[config.mk]
export PLATFORM = sky130hd
export DESIGN_NAME = dac_control
export DESIGN_NICKNAME = d
export VERILOG_FILES = /design/src/hdl/dac_control.v /design/src/hdl/dac_edge_detect.v
export VERILOG_INCLUDE_DIRS = /design/src /design/src/shared
export SDC_FILE = /design/constraint.sdc
export NUM_CORES = 1
export LEC_CHECK = 0
export ABC_CLOCK_PERIOD_IN_PS = 2700
export BUFFER_PORTS_ARGS = -buffer_cell sky130_fd_sc_hd__buf_2
export CAP_MARGIN = 15
export CORE_ASPECT_RATIO = 1.4
export CORE_MARGIN = 3
export CORE_UTILIZATION = 42
export DETAILED_ROUTE_END_ITERATION = 6
export PLACE_DENSITY = 0.72
export SETUP_SLACK_MARGIN = 0.3
export SYNTH_ARGS = -nofsm -noshare
export SYNTH_HDL_FRONTEND = slang
export SYNTH_SLANG_ARGS = --single-unit
[constraint.sdc]
create_clock -name clock_i -period 2.7 [get_ports clock_i]
set_input_delay 0.27 -clock clock_i [delete_from_list [all_inputs] [get_ports clock_i]]
set_output_delay 0.27 -clock clock_i [all_outputs]
set_load 0.005 [all_outputs]
[src/shared/dac_consts.vh]
// Constants for the converter control block: offsets, field positions, resets.
// Assumes byte addresses on a 32-bit register port, one word per register.
`ifndef DAC_CONSTS_VH
`define DAC_CONSTS_VH
`define ADDR_W            32
`define OFS_CONTROL       32'hFFFF0600
`define OFS_VALUE         32'hFFFF0604
`define OFS_STATUS        32'hFFFF0608
`define CONTROL_RESET     16'h0200
`define CONTROL_MASK      16'h03FF
`define VALUE_RESET       32'h00000000
`define VALUE_MASK        32'h0FFFF000
`define BIT_POWER_DOWN    9
`define BIT_BUF_LOW_POWER 8
`define BIT_AMP_REUSE     7
`define BIT_BUF_SKIP      6
`define BIT_UPDATE_SRC    5
`define BIT_CLEAR_N       4
`define BIT_INTERP        3
`define BIT_INTERP_RATE   2
`define RANGE_HI          1
`define RANGE_LO          0
`define CODE_HI           27
`define CODE_LO           16
`define EXTRA_HI          15
`define EXTRA_LO          12
`define DIV_FAST          6'h0F
`define DIV_SLOW          6'h1F
`endif

[src/hdl/dac_control.v]
// Control register, output value register and update logic of the converter.
// Assumes a single-cycle register port and sync timer, bus clock and uart clock.
// Summary of operation
// - Bit 9 set powers down and tristates the output; clear enables.
// - Bit 8 set puts the output buffer in low-power mode.
// - Bit 7 set makes the buffer a standalone amplifier.
// - Bit 6 set bypasses the buffer, routing output straight to pin.
// - Bit 5 picks update on bus clock fall (0) or timer fall (1).
// - Bit 4 zero clears the output and the value register immediately.
// - Bit 3 selects 16-bit interpolation (1) or 12-bit normal (0).
// - Bit 2 selects interpolation clock uart clock/16 (1) or /32 (0).
// - Normal mode outputs 12 bits; interpolation outputs 16 bits.
// - Value register holds code in 27:16, extra bits 15:12, rest reserved.
//
// Added by the designer: the address-and-strobe port.
`include "dac_consts.vh"
module dac_control (
  // Clock and reset
  input  wire                clock_i,
  input  wire                rst_i,
  // Register port
  input  wire [`ADDR_W-1:0]  addr_i,
  input  wire [31:0]         wdata_i,
  input  wire                write_i,
  input  wire                read_i,
  output reg  [31:0]         rdata_o,
  // Update sources
  input  wire                bus_clock_i,
  input  wire                first_timer_i,
  input  wire                uart_base_clock_i,
  // Analog core controls
  output reg                 output_power_down_o,
  output reg                 buffer_low_power_o,
  output reg                 amplifier_reuse_mode_o,
  output reg                 buffer_skip_o,
  output reg  [1:0]          range_select_o,
  output reg                 interpolation_o,
  output reg                 interp_tick_o,
  output reg  [15:0]         converter_code_o
);
  // Software-visible registers
  reg  [15:0] converter_control;
  reg  [31:0] converter_output_value;
  reg         update_seen;
  // Divider state
  reg  [5:0]  interp_div;
  reg         uart_clock_last;
  // Next values
  reg  [31:0] next_value;
  reg  [31:0] next_rdata;
  reg  [5:0]  next_div;
  reg         next_tick;
  reg  [15:0] next_code_out;
  reg         next_seen;
  // Update sources and decode
  wire [1:0]  src_level;
  wire [1:0]  src_fall;
  wire        bus_fall;
  wire        timer_fall;
  wire        update_event;
  wire        uart_clock_rise;
  wire [5:0]  div_limit;
  wire        ctrl_wr;
  wire        val_wr;
  wire        clear_write;
  wire        clear_held;
  wire [15:0] next_control;
  wire [15:0] next_code;
  genvar      g;

  // Sources are taken as synchronous to clock_i; an asynchronous timer would need
  // a two-stage synchroniser ahead of its detector.
  assign src_level = {first_timer_i, bus_clock_i};
  generate
    for (g = 0; g < 2; g = g + 1) begin : gen_edge
      dac_edge_detect u_dac_edge_detect (
        .clock_i (clock_i),
        .rst_i   (rst_i),
        .level_i (src_level[g]),
        .fall_o  (src_fall[g])
      );
    end
  endgenerate
  assign bus_fall   = src_fall[0];
  assign timer_fall = src_fall[1];

  assign ctrl_wr      = write_i && (addr_i == `OFS_CONTROL);
  assign val_wr       = write_i && (addr_i == `OFS_VALUE);
  assign next_control = wdata_i[15:0] & `CONTROL_MASK;
  // A clear written now acts at once, before the control register holds it
  assign clear_write  = ctrl_wr && !wdata_i[`BIT_CLEAR_N];
  assign clear_held   = !converter_control[`BIT_CLEAR_N];
  assign update_event = converter_control[`BIT_UPDATE_SRC] ? timer_fall : bus_fall;
  assign div_limit    = converter_control[`BIT_INTERP_RATE] ? `DIV_FAST : `DIV_SLOW;
  assign uart_clock_rise = uart_base_clock_i & ~uart_clock_last;
  assign next_code    = converter_control[`BIT_INTERP] ?
                        converter_output_value[`CODE_HI:`EXTRA_LO] :
                        {converter_output_value[`CODE_HI:`CODE_LO], 4'h0};

  // Next output value: a clear, written now or still held, beats a value write
  always @* begin
    next_value = converter_output_value;
    if (clear_write || (clear_held && !ctrl_wr)) begin
      next_value = `VALUE_RESET;
    end else if (val_wr) begin
      next_value = wdata_i & `VALUE_MASK;
    end
  end

  // Register file
  // Writes take effect at the strobe edge; control outputs follow one cycle later
  always @(posedge clock_i or posedge rst_i) begin
    if (rst_i) begin
      converter_control      <= `CONTROL_RESET;
      converter_output_value <= `VALUE_RESET;
    end else begin
      if (ctrl_wr) begin
        converter_control <= next_control;
      end
      converter_output_value <= next_value;
    end
  end

  // Read data, registered one cycle after the strobe; zero when no read is made
  always @* begin
    next_rdata = 32'h00000000;
    if (read_i) begin
      case (addr_i)
        `OFS_CONTROL: next_rdata = {16'h0000, converter_control};
        `OFS_VALUE:   next_rdata = converter_output_value;
        // Status: bit 16 is a sticky flag that an update has happened
        `OFS_STATUS:  next_rdata = {15'h0000, update_seen, converter_code_o};
        default:      next_rdata = 32'h00000000;
      endcase
    end
  end

  always @(posedge clock_i or posedge rst_i) begin
    if (rst_i) begin
      rdata_o <= 32'h00000000;
    end else begin
      rdata_o <= next_rdata;
    end
  end

  // Divider counts uart clock rising edges and restarts whenever interpolation is off.
  // Greater-or-equal lets a rate change in mid-count wrap at once rather than run on.
  always @* begin
    next_div  = interp_div;
    next_tick = 1'b0;
    if (!converter_control[`BIT_INTERP]) begin
      next_div = 6'h00;
    end else if (uart_clock_rise) begin
      if (interp_div >= div_limit) begin
        next_div  = 6'h00;
        next_tick = 1'b1;
      end else begin
        next_div = interp_div + 6'h01;
      end
    end
  end

  // The tick is registered so that it is a clean one-cycle pulse
  always @(posedge clock_i or posedge rst_i) begin
    if (rst_i) begin
      uart_clock_last <= 1'b0;
      interp_div      <= 6'h00;
      interp_tick_o   <= 1'b0;
    end else begin
      uart_clock_last <= uart_base_clock_i;
      interp_div      <= next_div;
      interp_tick_o   <= next_tick;
    end
  end

  // Next output code: a clear wins over an update that falls in the same cycle
  always @* begin
    next_code_out = converter_code_o;
    next_seen     = update_seen;
    if (clear_write || clear_held) begin
      next_code_out = 16'h0000;
    end else if (update_event) begin
      next_code_out = next_code;
      next_seen     = 1'b1;
    end
  end

  // Reset leaves the converter powered down, matching the control register reset.
  // Amplifier reuse and power down are independent; software keeps both set together.
  always @(posedge clock_i or posedge rst_i) begin
    if (rst_i) begin
      output_power_down_o    <= 1'b1;
      buffer_low_power_o     <= 1'b0;
      amplifier_reuse_mode_o <= 1'b0;
      buffer_skip_o          <= 1'b0;
      range_select_o         <= 2'h0;
      interpolation_o        <= 1'b0;
    end else begin
      output_power_down_o    <= converter_control[`BIT_POWER_DOWN];
      buffer_low_power_o     <= converter_control[`BIT_BUF_LOW_POWER];
      amplifier_reuse_mode_o <= converter_control[`BIT_AMP_REUSE];
      buffer_skip_o          <= converter_control[`BIT_BUF_SKIP];
      range_select_o         <= converter_control[`RANGE_HI:`RANGE_LO];
      interpolation_o        <= converter_control[`BIT_INTERP];
    end
  end

  // Output code and update flag
  always @(posedge clock_i or posedge rst_i) begin
    if (rst_i) begin
      converter_code_o <= 16'h0000;
      update_seen      <= 1'b0;
    end else begin
      converter_code_o <= next_code_out;
      update_seen      <= next_seen;
    end
  end
endmodule

[src/hdl/dac_edge_detect.v]
// Falling-edge detector for the update sources.
// Assumes inputs synchronous to clock_i.
module dac_edge_detect (
  // Clock and reset
  input  wire clock_i,
  input  wire rst_i,
  // Sampled level and its falling edge
  input  wire level_i,
  output reg  fall_o
);
  reg last;
  always @(posedge clock_i or posedge rst_i) begin
    if (rst_i) begin
      last   <= 1'b1;
      fall_o <= 1'b0;
    end else begin
      last   <= level_i;
      fall_o <= last & ~level_i;
    end
  end
endmodule

# [Yosys cells after proc, flatten, opt, wreduce, memory -nomap -nowiden]
# Index checks and enable logic that the tools add are counted.
[op_classes] addsub=1 n_mul=0 n_div=0 n_lt_le_gt_ge=1 eq_ne=4 shifts=0 muxes=15 bitwise=7 reduce_logical=12
[ops] op="$eq 32x32->1 const B" n=3
[ops] op="$mux 32" n=3
[ops] op="$pmux 32 s3" n=1
[ops] op="$mux 16" n=2
[ops] op="$mux 6" n=3
[ops] op="$add 6x1->6 const B" n=1
[ops] op="$ge 6x5->1" n=1
[ops] op="$mux 5" n=1
[ops] op="$logic_and 1x1->1" n=4
[ops] op="$mux 1" n=4
[ops] op="$mux 4" n=1
[ops] op="$not 1->1" n=4
[ops] op="$reduce_bool 2->1" n=2
[ops] op="$and 1x1->1" n=3
[ops] op="$logic_not 1->1" n=3
[ops] op="$logic_or 1x1->1" n=2
[ops] op="$ne 2x1->1 const B" n=1
[ops] op="$reduce_and 2->1" n=1
[totals] ff_bits=110 latch_bits=0 ramBits=0 rom_bits=0 elab_cells=58 mem_count=0

# [Longest topological paths before layout]
# Gate-level depths: netlist of the first run.
[depth] depth_word=6 ltp_mapped=6 depth_no_buf=6

# [Hierarchy]
# Synthesis of the first run repeated with hierarchy kept, for this count alone.
[hier_totals] cells_unflattened=332 hier_area_um2=4025.1
[by_module_without_submodules] mod="dac_control" n_inst=1 cells_per_inst=324 area_each_um2=3887.5 seq_area_each_um2=2154.6
[by_module_without_submodules] mod="dac_edge_detect" n_inst=2 cells_per_inst=4 area_each_um2=68.8 seq_area_each_um2=51.3

# [Worst setup path before layout of the first run]
# No wires, ideal clock.
[synth_timing] kind="input -> register" from="in addr_i[7]" to="reg converter_control[0]" setup_ps=125 arrival_ps=1848 setup_slack_ps=727 stages=5 path_buffers=1 cell_sequence="or4_1 nor4_2 and3_1 buf_4 mux2_2"
[synth_between] elab_chain_len=2
[synth_rtl] element="start, declared" line_no="dac_control.v:22" rtl="input wire [`ADDR_W-1:0] addr_i,"
[synth_rtl] element="$eq 32x32->1"
[synth_rtl] element="$logic_and 1x1->1" line_no="dac_control.v:87" rtl="assign ctrl_wr = write_i && (addr_i == `OFS_CONTROL);"
[synth_rtl] element="end signal, assigned" line_no="dac_control.v:114" rtl="converter_control <= `CONTROL_RESET;"
[synth_rtl] element="end signal, assigned" line_no="dac_control.v:118" rtl="converter_control <= next_control;"
[synth_rtl] element="end, declared" line_no="dac_control.v:42" rtl="reg [15:0] converter_control;"
# Every way passes these cells.
# A chain may end at the register's enable or synchronous reset.

# [Worst setup path in the final report of the first run]
[layout_timing] from="in addr_i[7]" to="reg converter_code_o[6]"
[layout_between] elab_chain_len=5 word_cells_on_any_way=6 classes_between="1 x eq/ne; 1 x mux; 4 x reduce/logical"
[layout_rtl] element="$eq 32x32->1 (*)"
[layout_rtl] element="$logic_and 1x1->1 (*)" line_no="dac_control.v:87"
[layout_rtl] element="$logic_and 1x1->1 (*)" line_no="dac_control.v:91" rtl="assign clear_write = ctrl_wr && !wdata_i[`BIT_CLEAR_N];"
[layout_rtl] element="$logic_or 1x1->1 (*)" line_no="dac_control.v:180" rtl="if (clear_write || clear_held) begin"
[layout_rtl] element="$mux 16 or $reduce_bool 2->1 (tied branches)"
[layout_rtl] element="end signal, assigned" line_no="dac_control.v:214" rtl="converter_code_o <= next_code_out;"
[layout_rtl] element="end, declared" line_no="dac_control.v:39" rtl="output reg [15:0] converter_code_o"
# Every way passes the cells marked *; elsewhere a longest branch is shown, timed or not.

==> key figures, run 1 <==
Floorplan
  – Standard-cell row count: 39
  – Total core area: 0.008247 mm^2
  – Die height: 115.8 um
  – Full die area: a little under 0.01 mm^2
  – # IOs: 127
  – Starting Density: 0.4382
  – Die Wd: 84.39 um

STA
  – Final period util: 0.6884
  – Final setup fails: 0
  – Max Freq: 0.5380 GHz
  – Slew Limit Fails: 0
  – Minimum clock period: 1.859 ns
  – Final Skew: 0.005714 ns
  – Setup TNS: 0 ns
  – Final hold vios: 0
  – RSZ-0062 raised after global routing: no

Routing
  – Drt via density: 5.111
  – Vias: 2,709
  – Residual DRC count: 0
  – Drt first pass iters: 4
  – Post-DR wirelength/cell: 15.70 um
  – Antenna-violating nets left: 0
  – Post-Route WL: roughly 8300 um
  – DRT iter0 DRCs: roughly 110

Synth
  – YS warnings: 0
  – Mean post-synth cell area: roughly 12 um^2
  – Gate Count Post-Synth: between 300 and 400
  – Register area share after synthesis: 0.6247
  – Top cells by area, synth: dfrtp_1 (60%), nand2_1 (3.8%), a22o_1 (3.6%), mux2_2 (3.4%), mux2i_1 (3.3%)
  – Yosys cell types: 42
  – Dominant cell type by area after synthesis: dfrtp_1
  – Top cell type's share of synthesized area: 0.5956
  – Synth Cell Area: roughly 0.0036 mm^2
  – #FFs+latches synth: 90

Clocking
  – Setup bufs post-CTS: 0
  – Clock sinks: 90
  – CTS tree: built
  – Inserted Clock Buffers: 9
  – Post-CTS Hold Buffers: 0
  – Worst skew pair latency: between 0.3 and 0.4 ns
  – CTS Root Cell: clkbuf_16
  – H-tree levels: 3
  – # resized after CTS: 0
  – CTS max path bufs: 2
  – Clk slew on worst S/H paths: 0.06 ns

Layout
  – Final Cell Area: between 0.004 and 0.005 mm^2
  – Share of cells above drive strength 1: 0.3808
  – Final nets: 496
  – Util after Layout: 0.5608
  – Antenna Cells: 0
  – Synth-to-layout area growth: 27.98%

Pwr
  – Total design power: between 2 and 3 mW
  – Leakage power: 2.351 nW
  – Peak VDD IR: 0.3824 mV
  – PwrDens: 602.2 mW/mm^2

Placed design
  – Placed cell area: 0.004305 mm^2
  – Gpl congestion: 0.7783
  – Number of I/O port buffers: 116
  – DPL Wire Length: 6161 um

Run status
  – Status: complete, no violations

Critical path
  – Worst Path Required: a little under 3 ns
  – Startpoint type of the worst setup path: input pin
  – Max Fanout on Critical Path: 11
  – Crit. End Element: register
  – Critical path class: in2reg
  – CP arrival: about 2.1 ns

GRT
  – GRT overflow: 0
  – Vias in the first global route: around 2,800
  – Largest net degree at the start of global routing: 91
  – First-pass GRT wire length: between 10,000 and 15,000 um
  – Initial antenna violation count: 0
  – Global router's overall resource usage: 0.1772

Worst hold path
  – Hold Crit Class: in2reg

Job
  – Max_cap viols: 0
area by class of cell:
class | instances | area, um^2
Multi-Input combinational cell | 196 | 1260
Tap cell | 102 | 127.6
Inverter | 3 | 15.01
Sequential cell | 90 | 2257
Clock buffer | 9 | 225.2
Fill cell | 711 | 3622
Clock inverter | 7 | 93.84
Timing Repair Buffer | 123 | 645.6
registers in the layout, indices dropped and copies added (netlist names), 2 cells and up:
register	cells
gen_edge.u_dac_edge_detect.fall_o	2
converter_code_o	16
interp_div	6
converter_output_value	16
gen_edge.u_dac_edge_detect.last	2
converter_control	10
rdata_o	28
range_select_o	2
worst max-delay path: stages:
cell and delay (ns):
buf_2 0.10, or4b_1 0.52, nor4_1 0.29, nand4_1 0.23
o31ai_4 0.37, buf_4 0.25, a21oi_1 0.06
report_power, final:
part,internal [mW],switching [mW]
Combinational,0.0478,0.0655
Clock,0.808,0.509
Sequential,1.35,0.00117
Total,2.21,0.575
synthesized netlist by cell type:
master and number:
dfstp_2 4, nand4b_1 3, o21bai_1 1, mux2_2 11, o31ai_1 1, nor4_1 2, or4_1 2, inv_1 3
a31o_2 1, a22oi_1 5, nor2_1 22, nand2b_1 3, nor3b_1 1, buf_2 2, nand4bb_1 2, nand4_1 5
nor4_2 1, o31ai_4 1, buf_6 2, a22o_1 15, or4b_1 1, o41ai_1 1, mux2i_1 12, buf_4 6
nand3_1 8, o21ai_0 5, or2_2 2, conb_1 1, a21oi_1 17, nand2_1 37, dfrtp_1 86, and3_1 3
nor3_1 3, a22o_4 1, nor2b_1 6, a21boi_0 1, and2_1 14, clkbuf_1 5, nand3_2 1, or2_1 1
nor3b_2 1, ha_1 2
cell usage in the layout, fill, tap and decap left out, types with 2 or more instances in the layout:
cell type	n
nand4b_1	3
inv_1	2
clkinvlp_4	3
nor2_1	22
mux2i_1	12
nand3_1	8
nand2_1	37
or4_1	2
a22o_1	15
a22oi_1	5
dfrtp_1	86
clkinv_2	2
ha_1	2
and3_1	3
buf_2	116
bufinv_16	2
and2_1	14
conb_1	4
mux2_2	11
buf_4	6
nor4_1	2
or2_2	2
a21oi_1	17
dfstp_2	4
nand4_1	5
o21ai_0	5
nand4bb_1	2
nor2b_1	6
nor3_1	3
clkbuf_16	9
nand2b_1	3
path summary, 6_finish.rpt:
path | startpoint | end | slack [ns] | cells past startpoint
min in group asynchronous | rst_i | rdata_o[21] | 0.05 | 3
worst min register to register | converter_control[9] | output_power_down_o | 0.38 | 0
max in group asynchronous | rst_i | converter_control[9] | 2.26 | 3
worst max-delay path | addr_i[7] | converter_code_o[6] | 0.84 | 7
worst max register to register | interp_div[4] | interp_div[3] | 1.06 | 5
worst min-delay path | first_timer_i | gen_edge[1].u_dac_edge_detect.last | 0.04 | 1
routing by layer:
metal / GRT usage / wire, um / part of all wire / up-vias
met5: 0 / 0 / 0 / -
met4: 0.05280 / 103 / 0.012 / 0
met3: 0.05050 / 568 / 0.068 / 8
met2: 0.3140 / 4318 / 0.52 / 96
met1: 0.2105 / 3330 / 0.40 / 1314
li1: - / - / - / 1291
per-stage QoR:
step | setup WS (ns) | std cells | hold slack [ns]
finish | 0.8413 | 530 | 0.04247
global route | 0.6856 | 530 | 0.03523
CTS | 0.8286 | 530 | 0.03881
detailed placement | 0.4760 | 514 | 0.3741
global placement | 0.4800 | 514 | 0.3617
floorplan | 0.7275 | 304 | 0.2745
cells by family (layout without fill, tap and decap cells):
| kind of cell | Yosys count | in the layout | synth area share |
|---|---|---|---|
| AOI/OAI and AO/OA | 49 | 49 | 0.09904 |
| adders and majority gates | 2 | 2 | 0.006924 |
| buffers and inverters | 18 | 142 | 0.02978 |
| DFF | 90 | 90 | 0.6247 |
| muxes | 23 | 23 | 0.06752 |
| other | 1 | 4 | 0.001038 |
| and+or+nand+nor | 118 | 118 | 0.1711 |
Note: power is estimated with default switching activity, not from simulation.
==> run 2, diff against run 1 <==
ABC_CLOCK_PERIOD_IN_PS = 1700   (was 2700)
clock period = 1.7 ns   (was 2.7 ns; I/O delays follow)
==> key figures, run 2 (same netlist as run 1, synthesis figures left out) <==
Run status
  – Status: complete, no violations

Routing
  – DRT iter0 DRCs: 105 (-1.9%)
  – Drt via density: 5.094 (-0.34%)
  – Drt first pass iters: 4 (unchanged)
  – Vias: 2,822 (+4.2%)
  – Post-Route WL: 9020 um (+8.4%)
  – Residual DRC count: 0 (unchanged)
  – Post-DR wirelength/cell: 16.28 um (+3.7%)
  – Antenna-violating nets left: 0 (unchanged)

Floorplan
  – Total core area: 0.008247 mm^2 (unchanged)
  – Die height: 115.8 um (unchanged)
  – Full die area: 0.009768 mm^2 (unchanged)
  – # IOs: 127 (unchanged)
  – Die Wd: 84.39 um (unchanged)
  – Standard-cell row count: 39 (unchanged)
  – Starting Density: 0.4382 (unchanged)

Layout
  – Most common cell after layout, fill and taps aside: buf_2
  – Reg with most FFs: rdata_o
  – Highest-count cells in the layout ignoring fill and taps: buf_2 (113), dfrtp_1 (85), nand2_1 (36), nor2_1 (20), buf_4 (19)
  – Final Cell Area: 0.004979 mm^2 (+7.7%)
  – Final nets: 520 (+4.8%)
  – Top Registers: rdata_o (28), converter_code_o (16), converter_output_value (16)
  – Synth-to-layout area growth: 37.78%
  – Antenna Cells: 0 (unchanged)
  – Share of cells above drive strength 1: 0.4602 (+0.07934)
  – Max reg flops: 28 (unchanged)

Pwr
  – Internal power: 3.232 mW (+46%)
  – Sequential share of power: 0.517 (+0.031)
  – Peak VDD IR: 0.6746 mV (+76%)
  – Sw Ratio: 0.2226 (+0.01599)
  – Comb pwr share: 0.050 (+0.009)
  – Total design power: 4.157 mW (+49%)
  – PwrDens: 835.0 mW/mm^2 (+39%)
  – Clk pwr share: 0.432 (-0.041)
  – Leakage power: 2.500 nW (+6.3%)
  – Net Sw Power: 925.2 uW (+61%)

Worst hold path
  – Worst Hold End: converter_output_value[22]
  – Hold path cells: 2 (+1)
  – Hold Crit Class: in2reg
  – Hold Crit Start: wdata_i[22]

STA
  – Final hold vios: 0 (unchanged)
  – Slew Limit Fails: 0 (unchanged)
  – Final setup fails: 0 (unchanged)
  – Final period util: 0.9249
  – Setup TNS: 0 ns (unchanged)
  – RSZ-0062 raised after global routing: yes
  – Minimum clock period: 1.572 ns
  – Max Freq: ~0.64 GHz
  – Worst Tran Pin Value: 0.6220 ns
  – Final Skew: 0.002904 ns (-0.002810 ns)
  – Max-Slew Margin vs Limit: 0.5845

Critical path
  – FF-to-FF setup slack: 0.23 ns (-0.83 ns)
  – CP arrival: 1.80 ns (-0.28 ns)
  – Slowest Stage Delay on Critical Path: 0.50 ns (-0.02 ns)
  – Crit path cell chain: buf_6 -> or4b_1 -> nor4_1 -> nand4_1 -> o31ai_4 -> buf_4 -> a21oi_1
  – Max Fanout on Critical Path: 5 (-6)
  – Startpoint type of the worst setup path: input pin
  – Worst Path Buf+Inv: 2 (unchanged)
  – Worst Path Required: 1.93 ns (-0.99 ns)
  – Reg-to-Reg End: interp_div[3]
  – Crit. End Element: register
  – CP top delay family: simple AND/OR/NAND/NOR gates
  – Slowest CP cell: or4b_1
  – Critical path class: in2reg
  – Worst R2R Start: converter_control[2]
  – Reg2reg path depth: 5 (unchanged)

GRT
  – GRT overflow: 0 (unchanged)
  – Largest net degree at the start of global routing: 32 (-65%)
  – Vias in the first global route: 2,962 (+7.1%)
  – Initial antenna violation count: 0 (unchanged)
  – First-pass GRT wire length: 14,420 um (+7.1%)
  – Global router's overall resource usage: 0.1938 (+0.01659)

Placed design
  – Gpl congestion: 0.8286 (+6.5%)
  – Number of I/O port buffers: 116 (unchanged)
  – Placed cell area: 0.004498 mm^2 (+4.5%)
  – DPL Wire Length: 6760 um (+9.7%)

Job
  – Max_cap viols: 0 (unchanged)

Clocking
  – CTS tree: built
  – Inserted Clock Buffers: 9 (unchanged)
  – Clk slew on worst S/H paths: 0.06 ns (about the same)
  – H-tree levels: 3 (unchanged)
  – CTS Root Cell: clkbuf_16
  – Worst skew pair latency: 0.34 ns (about the same)
  – Clock sinks: 90 (unchanged)
  – CTS max path bufs: 2 (unchanged)
[run 2: layout make-up]
type | count | area (um^2)
Inverter | 3 | 15.01
Timing Repair Buffer | 147 | 898.4
Clock inverter | 7 | 45.04
Tap cell | 102 | 127.6
Sequential cell | 90 | 2258
Multi-Input combinational cell | 196 | 1409
Clock buffer | 9 | 225.2
Fill cell | 686 | 3268
[run 2: worst max path at each step]
stage,slack (ns),depth (start not counted),to,startpoint
2_1_floorplan,-0.1,6,converter_code_o[9],addr_i[7]
3_3_place_gp,-0.24,7,converter_code_o[9],addr_i[7]
3_5_place_dp,-0.25,7,converter_code_o[2],addr_i[7]
4_1_cts,0.13,7,converter_code_o[10],addr_i[8]
5_1_grt,0.08,7,converter_code_o[13],addr_i[8]
6_report,0.13,7,converter_code_o[10],addr_i[8]
[run 2: metrics by stage]
step	util	instances	hold slack, ns	setup slack (ns)
floorplan	-	304	0.1745	-0.09658
global placement	0.5454	527	0.2809	-0.2351
CTS	0.5955	552	0.02918	0.1321
finish	0.6037	554	0.04346	0.1276
detailed placement	0.5454	527	0.2863	-0.2470
global route	0.6037	554	0.03912	0.08161
[run 2: layer usage]
metal | global-route usage | vias to the layer above | part of all wire
met5 | 0 | - | 0
met3 | 0.05619 | 11 | 0.067
met2 | 0.3393 | 101 | 0.53
met4 | 0.08765 | 0 | 0.021
met1 | 0.2200 | 1370 | 0.38
li1 | - | 1340 | -
[run 2: power by group through the flow]
stage	Combinational, mW	Clock, mW	Sequential [mW]
finish	0.210	1.80	2.15
global placement	0.199	0	2.19
CTS	0.215	1.84	2.15
global route	0.236	1.93	2.15
detailed placement	0.203	0	2.19
floorplan	0.0846	0	2.19
[run 2: timing repair]
item | 4_1_cts | 5_1_grt
setup buffers | 5 | 2
pin swaps | 6 | 7
endpoints found under the setup margin | 67 | 72
hold endpoints to repair | 25 | 0
hold buffers | 4 | 0
resized for setup | 16 | 18
